### src/sphpb_regs.svh
// Purpose: constants for the host port bridge
// Assumes: 20 MHz core clock
// Notes:   frame fields, address decode and timing counts
`ifndef SPHPB_REGS_SVH
`define SPHPB_REGS_SVH
`define SPHPB_FRAME_BITS   29
`define SPHPB_CNT_W        5
`define SPHPB_BIT_RW       28
`define SPHPB_ADDR_HI      27
`define SPHPB_ADDR_LO      16
`define SPHPB_BIT_BUSY     15
`define SPHPB_BIT_NACK     13
`define SPHPB_BIT_REJECT   12
`define SPHPB_PORTS        4
`define SPHPB_LOCAL_PAGE   4'h8
`define SPHPB_ALL_ONES     29'h1FFFFFFF
`define SPHPB_CLK_MHZ      20
`define SPHPB_LOCAL_GAP_US 1
`define SPHPB_LOCAL_GAP_CYC (`SPHPB_LOCAL_GAP_US * `SPHPB_CLK_MHZ)
`endif

### src/sphpb_pkg.sv
// Purpose: types for the host port bridge
// Assumes: nothing
// Notes:   one-hot frame engine states
package sphpb_pkg;
	typedef enum logic [2:0] {
		SPHPB_IDLE  = 3'b001,
		SPHPB_SHIFT = 3'b010,
		SPHPB_ACT   = 3'b100
	} sphpb_state_t;
endpackage

### src/sphpb_port_if.sv
// Purpose: carries one downstream request/answer between bridge and port tracker
// Assumes: single clock
// Notes:   none
`timescale 1ns/100ps
interface sphpb_port_if;
	logic       reqValid;
	logic       reqRead;
	logic [7:0] reqOffset;
	logic [7:0] reqData;
	logic       busy;
	logic       doneValid;
	logic [7:0] doneData;
	logic       doneNack;
	logic [7:0] heldData;
	logic       heldNack;
	modport bridge (output reqValid, reqRead, reqOffset, reqData,
		input busy, heldData, heldNack, doneValid, doneData, doneNack);
	modport tracker (input reqValid, reqRead, reqOffset, reqData, doneValid, doneData,
		doneNack, output busy, heldData, heldNack);
endinterface

### src/sphpb_port_track.sv
// Purpose: per-port busy tracker between bridge and one downstream master
// Assumes: master reports completion by doneValid pulse
// Notes:   the set of busy wins over a completion in the same cycle
`timescale 1ns/100ps
module sphpb_port_track (
	input  wire logic   clk,
	input  wire logic   rst,
	sphpb_port_if.tracker pif
);
	logic busyReg;
	logic [7:0] dataReg;
	logic nackReg;
	assign pif.busy     = busyReg;
	assign pif.heldData = dataReg;
	assign pif.heldNack = nackReg;
	// busy from issue until the master reports back (RULE_21)
	always_ff @(posedge clk) begin
		if (rst) begin
			busyReg <= 1'b0;
		end else if (pif.reqValid) begin
			busyReg <= 1'b1;
		end else if (pif.doneValid) begin
			busyReg <= 1'b0;
		end
	end
	// result of last completed access
	always_ff @(posedge clk) begin
		if (rst) begin
			dataReg <= 8'h00;
			nackReg <= 1'b0;
		end else if (pif.doneValid) begin
			dataReg <= pif.doneData;
			nackReg <= pif.doneNack;
		end
	end
endmodule

### src/spi_host_port_bridge.sv
// Purpose: host-side SPI slave that reaches local registers and four downstream masters
// Assumes: spi mode 0, sck sampled by clk; downstream masters live outside
// Notes:   all pin inputs pass two flip-flops; reads take two frames
// How it works
// (RULE_01) each frame is 29 bits framed by low select; acted on at select rise
// (RULE_02) bit 28 read flag, 27:16 address, 15 busy, 13 nack, 12 reject, 7:0 data
// (RULE_03) while a frame shifts in, the previous frame's response shifts out
// (RULE_04) a read uses two frames; the second returns the fetched data
// (RULE_05) between frames the byte is fetched locally or downstream by address
// (RULE_06) host leaves select high at least 1 us between local read frames
// (RULE_07) host waits 170 or 620 us between downstream read frames on a port
// (RULE_08) a downstream read becomes an i2c read request on that port
// (RULE_09) an all-ones frame is invalid and does nothing
// (RULE_10) any second frame still returns valid data of the previous read
// (RULE_11) reading a local register clears its self-clearing bits
// (RULE_12) host should use an all-ones dummy frame after a local read
// (RULE_13) downstream read response reports port busy in the top data bit
// (RULE_14) an early second frame shows busy set to one
// (RULE_15) a read to a busy port is refused and reported with reject set
// (RULE_16) a write completes in one frame
// (RULE_17) writes to different ports may follow with minimal spacing
// (RULE_18) host waits the access delay before writing the same port again
// (RULE_19) only one host interface is active, chosen by the protocol select pin
// (RULE_20) each downstream port has its own independent master
// (RULE_21) busy and reject are tracked per port
`timescale 1ns/100ps
`include "sphpb_regs.svh"
module spi_host_port_bridge (
	input  wire logic        clk,
	input  wire logic        rst,
	input  wire logic        host_protocol_select,
	input  wire logic        sck,
	input  wire logic        selectN,
	input  wire logic        mosi,
	output logic             miso,
	output logic             misoOe,
	output logic             locValid,
	output logic             locRead,
	output logic [7:0]       locAddr,
	output logic [7:0]       locWrData,
	input  wire logic [7:0]  locRdData,
	output logic [3:0]       dnReqValid,
	output logic [3:0]       dnReqRead,
	output logic [7:0]       dnReqDevice,
	output logic [7:0]       dnReqOffset,
	output logic [7:0]       dnReqData,
	input  wire logic [3:0]  dnDoneValid,
	input  wire logic [31:0] dnDoneData,
	input  wire logic [3:0]  dnDoneNack,
	output logic [3:0]       portBusy
);
	logic [1:0] sckSync;
	logic [1:0] selSync;
	logic [1:0] mosiSync;
	logic [1:0] protoSync;
	logic       sckLast;
	logic       selLast;
	sphpb_pkg::sphpb_state_t stateReg;
	logic [`SPHPB_FRAME_BITS-1:0] shiftIn;
	logic [`SPHPB_FRAME_BITS-1:0] shiftOut;
	logic [`SPHPB_FRAME_BITS-1:0] respReg;
	logic [`SPHPB_CNT_W-1:0]      bitCnt;
	logic [3:0] portBusyW;
	logic [7:0] heldData [`SPHPB_PORTS];
	logic [3:0] heldNack;
	logic [3:0] reqValidW;
	logic spiOn;
	logic sckRise;
	logic sckFall;
	logic selFall;
	logic selRise;
	logic frameRead;
	logic [11:0] frameAddr;
	logic [3:0] page;
	logic isLocal;
	logic isDown;
	logic [1:0] portIdx;
	logic frameOk;
	logic       pendDnRead;
	logic [1:0] pendPort;
	logic [`SPHPB_FRAME_BITS-1:0] loadWord;
	// two-stage synchronisers; first stage feeds only the second
	always_ff @(posedge clk) begin
		if (rst) begin
			sckSync   <= 2'h0;
			selSync   <= 2'h3;
			mosiSync  <= 2'h0;
			protoSync <= 2'h0;
		end else begin
			sckSync   <= {sckSync[0], sck};
			selSync   <= {selSync[0], selectN};
			mosiSync  <= {mosiSync[0], mosi};
			protoSync <= {protoSync[0], host_protocol_select};
		end
	end
	always_ff @(posedge clk) begin
		if (rst) begin
			sckLast <= 1'b0;
			selLast <= 1'b1;
		end else begin
			sckLast <= sckSync[1];
			selLast <= selSync[1];
		end
	end
	// spi is used only when the select pin is high (RULE_19)
	assign spiOn     = protoSync[1];
	assign sckRise   = sckSync[1] & ~sckLast;
	assign sckFall   = ~sckSync[1] & sckLast;
	assign selFall   = ~selSync[1] & selLast;
	assign selRise   = selSync[1] & ~selLast;
	assign frameRead = shiftIn[`SPHPB_BIT_RW]; // RULE_02
	assign frameAddr = shiftIn[`SPHPB_ADDR_HI:`SPHPB_ADDR_LO]; // RULE_02
	assign page      = frameAddr[11:8];
	assign portIdx   = page[2:1];
	assign isLocal   = (page == `SPHPB_LOCAL_PAGE);
	assign isDown    = ~page[3];
	// exact length and not the all-ones dummy (RULE_01) (RULE_09)
	assign frameOk   = (bitCnt == 5'(`SPHPB_FRAME_BITS)) && (shiftIn != `SPHPB_ALL_ONES);
	// one tracker per port, each beside its own master (RULE_20)
	genvar g;
	generate
		for (g = 0; g < `SPHPB_PORTS; g++) begin : gPort
			sphpb_port_if pif ();
			assign pif.reqValid  = reqValidW[g];
			assign pif.reqRead   = frameRead;
			assign pif.reqOffset = frameAddr[7:0];
			assign pif.reqData   = shiftIn[7:0];
			assign pif.doneValid = dnDoneValid[g];
			assign pif.doneData  = dnDoneData[8*g +: 8];
			assign pif.doneNack  = dnDoneNack[g];
			assign portBusyW[g]  = pif.busy;
			assign heldData[g]   = pif.heldData;
			assign heldNack[g]   = pif.heldNack;
			sphpb_port_track uTrack (
				.clk (clk),
				.rst (rst),
				.pif (pif)
			);
			// issue only when this port is idle; others unaffected (RULE_15) (RULE_21) (RULE_17)
			assign reqValidW[g] = (stateReg == sphpb_pkg::SPHPB_ACT) && frameOk && isDown
				&& (portIdx == 2'(g)) && ~portBusyW[g];
		end
	endgenerate
	// frame engine
	always_ff @(posedge clk) begin
		if (rst) begin
			stateReg <= sphpb_pkg::SPHPB_IDLE;
		end else begin
			case (stateReg)
				sphpb_pkg::SPHPB_IDLE: begin
					if (spiOn && selFall) begin
						stateReg <= sphpb_pkg::SPHPB_SHIFT;
					end
				end
				sphpb_pkg::SPHPB_SHIFT: begin
					if (selRise) begin
						stateReg <= sphpb_pkg::SPHPB_ACT; // RULE_01
					end
				end
				sphpb_pkg::SPHPB_ACT: begin
					stateReg <= sphpb_pkg::SPHPB_IDLE;
				end
				default: begin
					stateReg <= sphpb_pkg::SPHPB_IDLE;
				end
			endcase
		end
	end
	// shift in msb first on sck rise, saturating bit count
	always_ff @(posedge clk) begin
		if (rst) begin
			shiftIn <= 29'h00000000;
			bitCnt  <= 5'h00;
		end else if (stateReg == sphpb_pkg::SPHPB_IDLE && selFall) begin
			bitCnt <= 5'h00;
		end else if (stateReg == sphpb_pkg::SPHPB_SHIFT && sckRise) begin
			shiftIn <= {shiftIn[`SPHPB_FRAME_BITS-2:0], mosiSync[1]};
			if (bitCnt != 5'h1F) begin
				bitCnt <= bitCnt + 5'h01;
			end
		end
	end
	// response built at frame end, shown in the next frame (RULE_03) (RULE_10)
	always_ff @(posedge clk) begin
		if (rst) begin
			respReg    <= 29'h00000000;
			pendDnRead <= 1'b0;
			pendPort   <= 2'h0;
		end else if (stateReg == sphpb_pkg::SPHPB_ACT && frameOk) begin
			respReg    <= {shiftIn[28:16], 16'h0000};
			pendDnRead <= isDown && frameRead && ~portBusyW[portIdx];
			pendPort   <= portIdx;
			if (isLocal && frameRead) begin
				respReg[7:0] <= locRdData; // RULE_05 RULE_11
			end else if (isDown) begin
				respReg[`SPHPB_BIT_BUSY]   <= portBusyW[portIdx]; // RULE_13 RULE_14
				respReg[`SPHPB_BIT_REJECT] <= portBusyW[portIdx]; // RULE_15
				respReg[`SPHPB_BIT_NACK]   <= heldNack[portIdx];
				respReg[7:0]               <= heldData[portIdx]; // RULE_04
			end
		end else if (stateReg == sphpb_pkg::SPHPB_ACT && isDown && frameRead == 1'b0) begin
			respReg <= respReg;
		end
	end
	// accepted downstream read: busy and data taken at load, not at issue (RULE_14) (RULE_04)
	always_comb begin
		loadWord = respReg;
		if (pendDnRead) begin
			loadWord[`SPHPB_BIT_BUSY] = portBusyW[pendPort]; // RULE_13
			loadWord[`SPHPB_BIT_NACK] = heldNack[pendPort];
			loadWord[7:0]             = heldData[pendPort];
		end
	end
	// miso: load response at select fall, shift on sck fall; enabled while selected
	always_ff @(posedge clk) begin
		if (rst) begin
			shiftOut <= 29'h00000000;
			miso     <= 1'b0;
			misoOe   <= 1'b0;
		end else begin
			misoOe <= spiOn && ~selSync[1];
			if (stateReg == sphpb_pkg::SPHPB_IDLE && selFall) begin
				shiftOut <= {loadWord[`SPHPB_FRAME_BITS-2:0], 1'b0};
				miso     <= loadWord[`SPHPB_BIT_RW]; // RULE_03
			end else if (stateReg == sphpb_pkg::SPHPB_SHIFT && sckFall) begin
				shiftOut <= {shiftOut[`SPHPB_FRAME_BITS-2:0], 1'b0};
				miso     <= shiftOut[`SPHPB_FRAME_BITS-1];
			end
		end
	end
	// local access strobe: one cycle, write completes in one frame (RULE_16) (RULE_05)
	always_ff @(posedge clk) begin
		if (rst) begin
			locValid  <= 1'b0;
			locRead   <= 1'b0;
			locAddr   <= 8'h00;
			locWrData <= 8'h00;
		end else begin
			locValid  <= (stateReg == sphpb_pkg::SPHPB_SHIFT) && selRise && isLocal
				&& (bitCnt == 5'(`SPHPB_FRAME_BITS)) && (shiftIn != `SPHPB_ALL_ONES);
			locRead   <= frameRead;
			locAddr   <= frameAddr[7:0];
			locWrData <= shiftIn[7:0];
		end
	end
	// downstream request strobes, registered (RULE_08)
	always_ff @(posedge clk) begin
		if (rst) begin
			dnReqValid  <= 4'h0;
			dnReqRead   <= 4'h0;
			dnReqDevice <= 8'h00;
			dnReqOffset <= 8'h00;
			dnReqData   <= 8'h00;
			portBusy    <= 4'h0;
		end else begin
			dnReqValid  <= reqValidW;
			dnReqRead   <= {4{frameRead}} & reqValidW;
			dnReqDevice <= {4'hA, 2'h0, page[0], 1'b0};
			dnReqOffset <= frameAddr[7:0];
			dnReqData   <= shiftIn[7:0];
			portBusy    <= portBusyW;
		end
	end
	// refused read leaves the port busy and the master untouched
	a_reject_noissue: assert property (@(posedge clk) disable iff (rst)
		(stateReg == sphpb_pkg::SPHPB_ACT && frameOk && isDown && portBusyW[portIdx])
		|=> ##0 (dnReqValid == 4'h0) && respReg[`SPHPB_BIT_REJECT]) // RULE_15
		else $error("busy port request not refused");
	a_dummy_ignored: assert property (@(posedge clk) disable iff (rst)
		(stateReg == sphpb_pkg::SPHPB_ACT && shiftIn == `SPHPB_ALL_ONES)
		|=> (dnReqValid == 4'h0) && $stable(respReg)) // RULE_09
		else $error("dummy frame caused action");
	a_miso_off_idle: assert property (@(posedge clk) disable iff (rst)
		selSync[1] |=> !misoOe) // RULE_03
		else $error("miso driven while deselected");
	a_oe_while_sel: assert property (@(posedge clk) disable iff (rst) // RULE_03
		(spiOn && !selSync[1]) |=> misoOe)
		else $error("miso not driven while selected");
	a_busy_after_req: assert property (@(posedge clk) disable iff (rst) // RULE_21
		(dnReqValid != 4'h0) |=> ((portBusy & $past(dnReqValid)) == $past(dnReqValid)))
		else $error("issued port not marked busy");
	a_loc_one_pulse: assert property (@(posedge clk) disable iff (rst) // RULE_16
		locValid |=> !locValid)
		else $error("local strobe longer than one cycle");
endmodule

### config.mk
export PLATFORM = sky130hd
export DESIGN_NAME = spi_host_port_bridge
export DESIGN_NICKNAME = d
export VERILOG_FILES = /design/src/sphpb_pkg.sv /design/src/sphpb_port_if.sv /design/src/sphpb_port_track.sv /design/src/spi_host_port_bridge.sv
export VERILOG_INCLUDE_DIRS = /design/src
export SDC_FILE = /design/constraint.sdc
export NUM_CORES = 1
export LEC_CHECK = 0
export BUFFER_PORTS_ARGS = -buffer_cell sky130_fd_sc_hd__buf_2
export CAP_MARGIN = 20
export CORE_ASPECT_RATIO = 2
export CORE_UTILIZATION = 25
export DETAILED_ROUTE_END_ITERATION = 12
export PLACE_DENSITY = 0.42
export SLEW_MARGIN = 15
export SYNTH_ARGS = -nofsm -noshare
export SYNTH_HDL_FRONTEND = slang
export SYNTH_SLANG_ARGS = --single-unit
### constraint.sdc
create_clock -name clk -period 4.24 [get_ports clk]
set_input_delay 0.424 -clock clk [delete_from_list [all_inputs] [get_ports clk]]
set_output_delay 0.424 -clock clk [all_outputs]
set_load 0.02 [all_outputs]
==> metrics.txt, run 1 <==
Area growth syn-to-layout=15.8%; final RePlAce weighted congestion=0.743; Nets=860; Hold Path Depth=2; status=finished, final reports clean; GRT Util Overall=13.8%; largest net degree at the start of global routing=62; Yosys cell types=53; crit share post-route=63.9%; FF-to-FF path depth=5; # clock sinks=173; Root Buffer=clkbuf_16; endpoints failing setup=0; Initial Util=25.4%; simple logic cell fraction of the synthesized area=18.9%; HPWL Detailed=13,300 um; post-synthesis cell area=7140 um^2; CP max-delay cell=o21ai_4; Rows=87; Worst EP arrival=3.03 ns; setup skew after layout=0.00952 ns; final WL=19,000 um; worst reg2reg path startpoint=shiftIn[26]; Vias/cell=4.50; PortBufs=104; Crit Path Max Fanout=26; # IOs=110; #FFs+latches synth=173; CTS tree=built; initial antenna violation count=0; Placeable Area=28,100 um^2; synth top area cells=dfxtp_1 49%, mux2i_1 9.4%, nand2_1 5.7%, nor2b_1 4.3%, mux4_2 3.8%; vias in the first global route=5,212; Critical Path RT=4.57 ns; layout cell share with drive strength beyond 1=21.0%; crit path cell chain=buf_4 -> nand2_1 -> or4_4 -> o21ai_4 -> mux2_2; CTS H-tree lvls=4; Slew Viols, Final=0; Yosys top cell by area=dfxtp_1; grt total ovfl=0; mean routed wirelength per cell=16.2 um; hold_ws=0.175 ns; sequential cell area=3460 um^2; first-pass GRT wire length=30,000 um; Worst Tran Pin Value=0.996 ns; DRC=0; setup TNS=0 ns; Mean Syn Cell Area=9.61 um^2; CP Capture Type=register; total of max-cap violations=0; PostCTS Resize Cnt=0; Hold Crit Class=in -> reg; min cycle time layout=2.71 ns; Reg-to-Reg End=respReg[18]; drt first-iter violations=315; startpoint types=register; Synth Area in Adders=0.526%; maximum VDD drop=0.245 mV; Setup CP Type=reg -> reg; Most used DFF post-synth=dfxtp_1; Post-synth EDFFs=0; combinational family with the most area after synthesis=simple AND/OR/NAND/NOR gates; Max stage delay on crit path=0.80 ns; Routed Antenna Nets=0; Cells after Synth=743; Fin. Hold Viols=0; Vias=5,261; number of fill cells=2,982; Yosys top cell area share=48.5%; Worst Hold End=selSync[0]; Final WS setup=1.53 ns; relative slew slack=33.4%; cts bufs inserted=17; postcts setup bufs=0; pre-CTS setup slack=1.51 ns; Synth Warn #=0; Final Util=29.4%; total power=3.22 mW; ys async rst share=0%; Clock transition at path regs=0.07 ns; sequential-to-total area share from yosys stat=48.5%; drt pass-1 iters=6; area taken by multi-input logic gates=3200 um^2; Die Height=241 um; Die Area=29,300 um^2; latest clock arrival within the worst-skew pair=0.44 ns; leakage power=3.23 nW; fmax=0.369 GHz; xor and xnor area share after synthesis=0.368%; clock buffer depth=2; R2R Setup Slk=1.53 ns; PwrDens=389 nW/um^2; Hold Crit Start=selectN; cts hold-fix bufs=0; DIE WIDTH=122 um; Synth Area in Compound Gates=9.58%; mux cell area share after synthesis=15.2%; unrepaired setup endpoints after global routing=no; n_diodes=0
## logic make-up (layout without fill, tap and decap cells)
kind of cell             after synthesis  in the layout
other                                  1              5
buffers and inverters                 91            157
multiplexers                          90             90
XOR/XNOR                               3              3
adder cells (fa/ha/maj)                3              3
AND/OR/NAND/NOR                      275            275
AO/OA/AOI/OAI                        107            107
flip-flops                           173            173
## report_power, final
| part | internal (mW) | total, mW | switching (mW) |
|---|---|---|---|
| clock | 0.750 | 1.39 | 0.640 |
| sequential | 1.66 | 1.68 | 0.0221 |
| combinational | 0.0622 | 0.148 | 0.0858 |
| total | 2.47 | 3.22 | 0.748 |
## sequential cells by signal, summed over array words and instances, names as in the netlist, 2 cells and up
register                   count
shiftIn                       29
selSync                        2
mosiSync                       2
dnReqDevice                    2
bitCnt                         5
gPort.uTrack.pif.heldData     32
stateReg                       3
protoSync                      2
dnReqOffset                    8
dnReqData                      8
gPort.uTrack.pif.busy          4
respReg                       22
gPort.uTrack.pif.heldNack      4
shiftOut                      28
sckSync                        2
dnReqRead                      4
portBusy                       4
dnReqValid                     4
## cell usage after synthesis, drive strengths merged (4+ instances only)
library cell	n
o22ai	8
nor4	4
dfxtp	173
o21ai	9
buf	42
inv	14
a22oi	14
nor3	14
nand2b	5
nor2	47
nand2	109
or2	5
a311oi	9
nor3b	4
nand4	7
mux2i	67
nor2b	49
mux4	12
clkbuf	33
a21oi	49
nand3	17
mux2	11
and3	4
a211oi	12
## layout by cell type, fill, tap and decap left out, drive strengths merged, types with 14 or more instances in the layout
master / n
nand2: 109
nand3: 17
buf: 112
nor2b: 49
nor2: 47
a22oi: 14
dfxtp: 173
nor3: 14
mux2i: 67
a21oi: 49
inv: 14
clkbuf: 22
## worst max path at each step
stage	from	endpoint	slack (ns)	cells after the start
2_1_floorplan	shiftIn[26]	respReg[19]	2.37	6
3_3_place_gp	shiftIn[26]	respReg[18]	1.55	5
3_5_place_dp	shiftIn[26]	respReg[16]	1.51	5
4_1_cts	shiftIn[26]	respReg[16]	1.50	5
5_1_grt	shiftIn[26]	respReg[18]	1.35	5
6_report	shiftIn[26]	respReg[18]	1.53	5
## stage by stage
stage,std cells,area [um^2]
floorplan,747,7160
global placement,1138,7740
detailed placement,1139,7750
CTS,1168,8250
global route,1169,8270
finish,1169,8270
## critical path: cells and delay by family (launching register included)
kind | cells | cell delay (ns)
AOI/OAI and AO/OA | 1 | 0.80
and+or+nand+nor | 2 | 0.70
muxes | 1 | 0.41
buffers and inverters | 1 | 0.36
DFF | 1 | 0.31
## metal layers
layer	track usage [%]	part of all wire, %	vias to the layer above
met5	0	0	-
met4	5.69	1.9	0
met3	2.72	2.7	14
met2	26.1	56	111
met1	14.6	40	2491
li1	-	-	2645
## cell type report
| cell class | count | share of cell area, % |
|---|---|---|
| multi-input combinational | 483 | 38.7 |
| sequential | 173 | 41.9 |
| tap | 356 | 5.39 |
| inverter | 16 | 0.726 |
| clock inverter | 7 | 0.545 |
| clock buffer | 22 | 5.49 |
| timing repair buffer | 112 | 7.23 |
(Power assumes the default switching activity.)
==> inputs of run 2 (changes only) <==
==> constraint.sdc (replaced) <==
create_clock -name clk -period 2.8 [get_ports clk]
set_input_delay 0.28 -clock clk [delete_from_list [all_inputs] [get_ports clk]]
set_output_delay 0.28 -clock clk [all_outputs]
set_load 0.02 [all_outputs]
==> metrics.txt, run 2 (synthesis results as in run 1) <==
Post-Place Cell Area=7840 um^2 (+1.0%); layout cell share with drive strength beyond 1=22.5% (+1.5 points); FF-to-FF path depth=5 (unchanged); leakage power=3.33 nW (+3.1%); worst reg2reg path startpoint=shiftIn[24]; setup skew after layout=0.0132 ns (+0.00364 ns); # IOs=110 (unchanged); PwrDens=615 nW/um^2 (+58%); Max stage delay on crit path=0.59 ns (-0.21 ns); pre-CTS setup slack=0.538 ns (-0.969 ns); Die Area=29,300 um^2 (unchanged); total of max-cap violations=0 (unchanged); Reg-to-Reg End=respReg[5]; drt first-iter violations=283 (-10%); Initial Util=25.4% (unchanged); R2R Setup Slk=0.54 ns (-0.99 ns); crit share post-route=80.8% (+17 points); post-route cell area=8440 um^2 (+2.0%); commonest cells after routing, fill and taps aside=173 x dfxtp_1, 108 x nand2_1, 103 x buf_2; Area growth syn-to-layout=18.2%; endpoints failing setup=0 (unchanged); fmax=0.442 GHz (+20%); Hold Crit Class=in -> reg; Crit Path Max Fanout=17 (-35%); final WL=18,800 um (-0.97%); PostCTS Resize Cnt=0 (unchanged); drt pass-1 iters=4 (-2); postcts setup bufs=0 (unchanged); Vias/cell=4.49 (-0.23%); Setup CP Type=reg -> reg; unrepaired setup endpoints after global routing=no; commonest non-fill, non-tap cell in the layout=dfxtp_1; vias in the first global route=5,321 (+2.1%); Nets=869 (+1.0%); Slew Viols, Final=0 (unchanged); Vias=5,303 (+0.80%); initial antenna violation count=0 (unchanged); relative slew slack=56.0% (+23 points); Worst Tran Pin Value=0.657 ns (-0.339 ns); Worst Hold End=selSync[0]; PortBufs=104 (unchanged); cts hold-fix bufs=0 (unchanged); largest net degree at the start of global routing=103 (+66%); Die Height=241 um (unchanged); cts bufs inserted=17 (unchanged); Placeable Area=28,100 um^2 (unchanged); Hold Path Depth=2 (unchanged); mean routed wirelength per cell=15.9 um (-2.0%); Hold Crit Start=selectN; crit path cell chain=nand4_1 -> or4_1 -> o21ai_4 -> buf_4 -> mux2i_1; setup TNS=0 ns (unchanged); first-pass GRT wire length=29,300 um (-2.4%); final RePlAce weighted congestion=0.697 (-6.3%); status=finished, final reports clean; Crit. Startpoint=shiftIn[24]; min cycle time layout=2.26 ns (-0.447 ns); Clock transition at path regs=0.07 ns (about the same); GRT Util Overall=13.5% (-0.30 points); Root Buffer=clkbuf_16; DIE WIDTH=122 um (unchanged); HPWL Detailed=13,500 um (+1.7%); CP Capture Type=register; Rows=87 (unchanged); startpoint types=register; grt total ovfl=0 (unchanged); n_diodes=0 (unchanged); latest clock arrival within the worst-skew pair=0.44 ns (about the same); maximum VDD drop=0.520 mV (+110%); clock buffer depth=2 (unchanged); max FFs per register=32 (unchanged); Worst EP arrival=2.62 ns (-0.41 ns); Final WS setup=0.538 ns (-0.993 ns); Routed Antenna Nets=0 (unchanged); Critical Path RT=3.16 ns (-1.41 ns); # clock sinks=173 (unchanged); CTS H-tree lvls=4 (unchanged); CTS tree=built; DRC=0 (unchanged); Fin. Hold Viols=0 (unchanged); CP max-delay cell=or4_1
[run 2: worst max-delay path by stage]
stage               slack [ns]           to
global placement          0.56   respReg[4]
CTS                       0.50   respReg[5]
finish                    0.54   respReg[5]
global route              0.34   respReg[6]
floorplan                 0.93  respReg[19]
detailed placement        0.54   respReg[5]
[run 2: worst max-delay path, delay by kind of cell, from the launching register on]
family | cells | cell delay (ns)
compound gates | 1 | 0.56
buf+inv | 1 | 0.33
flops | 1 | 0.39
mux | 1 | 0.20
simple gates | 2 | 0.70
[run 2: per-layer routing]
metal	up-vias	routed length [um]	global-route usage [%]
li1	2662	-	-
met1	2517	7140	13.5
met2	113	10800	26.6
met3	11	597	2.95
met4	0	210	4.86
met5	-	0	0
[run 2: cell type report]
class	instances	area [um^2]
tap	356	445
clock inverter	11	133
clock buffer	21	470
fill	3044	19600
inverter	16	60.1
timing repair buffer	121	663
multi-input combinational	483	3200
sequential	173	3460
[run 2: per-stage QoR]
stage | hold slack, ns | util, % | power [mW] | instances
final | 0.0333 | 30.0 | 5.19 | 1181
after detailed placement | 0.402 | 27.9 | 2.83 | 1149
after global routing | 0.0160 | 30.0 | 5.40 | 1181
after CTS | 0.00908 | 30.0 | 5.28 | 1181
after floorplan | 0.384 | - | 2.74 | 747
after global placement | 0.409 | 27.9 | 2.83 | 1149
[run 2: report_power, final]
part | leakage (nW) | total (mW) | switching [mW] | internal, mW
registers | 1.40 | 2.54 | 0.0334 | 2.51
logic | 1.63 | 0.228 | 0.130 | 0.0975
clock network | 0.290 | 2.42 | 1.03 | 1.39
total | 3.33 | 5.19 | 1.19 | 4.00
==> inputs of run 3 (changes only) <==
==> constraint.sdc (replaced) <==
create_clock -name clk -period 2.09 [get_ports clk]
set_input_delay 0.209 -clock clk [delete_from_list [all_inputs] [get_ports clk]]
set_output_delay 0.209 -clock clk [all_outputs]
set_load 0.02 [all_outputs]
==> metrics.txt, run 3 (synthesis results as in run 1) <==
status=finished, final reports clean; Vias=5,425 (+2.3%); # clock sinks=173 (unchanged); total power=6.97 mW (+34%); setup TNS=0 ns (unchanged); initial antenna violation count=0 (unchanged); final WL=19,000 um (+1.4%); drt pass-1 iters=4 (unchanged); Rows=87 (unchanged); FF-to-FF path depth=5 (unchanged); crit share post-route=93.1% (+12 points); relative slew slack=54.7% (-1.3 points); R2R Setup Slk=0.14 ns (-0.39 ns); clock buffer depth=2 (unchanged); Clock transition at path regs=0.07 ns (about the same); max FFs per register=32 (unchanged); Setup CP Type=reg -> reg; drt first-iter violations=296 (+4.6%); leakage power=3.55 nW (+6.5%); CTS H-tree lvls=4 (unchanged); latest clock arrival within the worst-skew pair=0.45 ns (about the same); endpoints failing setup=0 (unchanged); Hold Crit Class=in -> reg; CP max-delay cell=or4_1; cts bufs inserted=17 (unchanged); Fin. Hold Viols=0 (unchanged); CTS tree=built; Crit. Startpoint=shiftIn[19]; CP delay by family, top=simple AND/OR/NAND/NOR gates; maximum VDD drop=0.538 mV (+3.4%); Crit Path Max Fanout=20 (+3); # IOs=110 (unchanged); worst reg2reg path startpoint=shiftIn[19]; commonest non-fill, non-tap cell in the layout=dfxtp_1; Die Area=29,300 um^2 (unchanged); Final Util=31.8% (+1.7 points); PwrDens=781 nW/um^2 (+27%); CP Capture Type=register; Slew Viols, Final=0 (unchanged); Setup crit end=respReg[16]; crit path cell chain=nand4_1 -> or4_1 -> o21ai_4 -> buf_12 -> mux2_2; Initial Util=25.4% (unchanged); Nets=918 (+5.6%); Routed Antenna Nets=0 (unchanged); unrepaired setup endpoints after global routing=no; Critical Path RT=2.43 ns (-0.73 ns); mean routed wirelength per cell=15.5 um (-2.6%); Die Height=241 um (unchanged); Max stage delay on crit path=0.60 ns (about the same); min cycle time layout=1.95 ns (-0.315 ns); final RePlAce weighted congestion=0.754 (+8.2%); WP depth=5 (unchanged); Worst Tran Pin Value=0.678 ns (+0.0210 ns); Worst EP arrival=2.29 ns (-0.33 ns); largest net degree at the start of global routing=45 (-56%); total of max-cap violations=0 (unchanged); Area growth syn-to-layout=25.0%; Reg-to-Reg End=respReg[16]; startpoint types=register; number of fill cells=2,995 (-1.6%); postcts setup bufs=0 (unchanged); GRT Util Overall=13.8% (+0.28 points); fmax=0.514 GHz (+16%); Placeable Area=28,100 um^2 (unchanged); commonest cells after routing, fill and taps aside=173 x dfxtp_1, 108 x nand2_1, 103 x buf_2; HPWL Detailed=13,700 um (+1.5%); DIE WIDTH=122 um (unchanged); vias in the first global route=5,454 (+2.5%); Root Buffer=clkbuf_16; grt total ovfl=0 (unchanged); DRC=0 (unchanged); layout cell share with drive strength beyond 1=22.8% (+0.22 points); Vias/cell=4.41 (-1.8%); PortBufs=104 (unchanged); CP Buf/Inv Count=1 (unchanged); setup skew after layout=0.0116 ns (-0.00155 ns); n_diodes=0 (unchanged); first-pass GRT wire length=30,000 um (+2.5%)
==> run 3: cell types whose count changed in the layout (fill, tap and decap cells not counted), moves of 2 or more <==
cell,change
inv_8,+3
buf_4,+8
inv_6,+4
clkinv_4,-3
buf_12,+3
clkbuf_8,-2
dlygate4sd3_1,+38
==> run 3: how the worst min path moves through the flow <==
stage                              start                              end  slack, ns  cells past startpoint
after CTS                 dnDoneData[26]  gPort[3].uTrack.pif.heldData[2]      0.003                      3
after detailed placement      selSync[0]                       selSync[1]       0.40                      1
after floorplan                  selectN                       selSync[0]       0.31                      1
after global routing      dnDoneData[11]  gPort[1].uTrack.pif.heldData[3]       0.03                      3
final                     dnDoneData[26]  gPort[3].uTrack.pif.heldData[2]       0.03                      3
after global placement           selectN                       selSync[0]       0.40                      2
==> run 3: what timing repair did <==
action	4_1_cts	5_1_grt
hold endpoints to repair	38	0
hold buffers	38	0
setup endpoints to repair	0	5
resized for setup	0	1
==> run 3: layout make-up <==
| class | instances | area (um^2) | area share, % |
|---|---|---|---|
| tap | 356 | 445 | 4.99 |
| multi-input combinational | 483 | 3200 | 35.9 |
| sequential | 173 | 3460 | 38.8 |
| inverter | 16 | 60.1 | 0.673 |
| clock buffer | 18 | 439 | 4.92 |
| timing repair buffer | 170 | 1160 | 13.0 |
| clock inverter | 14 | 148 | 1.65 |
==> run 3: worst min-delay path, stage by stage <==
cell	delay, ns
buf_2	0.08
mux2i_1	0.06
nor2_1	0.08
==> run 3: stage by stage <==
step / std cells / hold slack [ns] / instance area (um^2) / setup WS [ns]
CTS: 1230 / 0.00270 / 8920 / 0.0758
finish: 1230 / 0.0269 / 8920 / 0.144
global placement: 1160 / 0.398 / 7960 / 0.106
global route: 1230 / 0.0263 / 8920 / 0.00620
detailed placement: 1160 / 0.396 / 7960 / 0.0882
floorplan: 747 / 0.313 / 7160 / 0.222
==> run 3: layer usage <==
layer  share of wire, %  wire (um)  global-route usage, %
met5                  0          0                      0
met4                1.7        317                   5.72
met3                2.4        461                   2.65
met2                 57      10800                   26.8
met1                 39       7460                   14.0
==> run 3: report_power, final <==
part | internal [mW] | switching [mW] | total (mW)
Combinational | 0.182 | 0.183 | 0.366
Sequential | 3.36 | 0.0446 | 3.40
Clock | 1.72 | 1.49 | 3.21
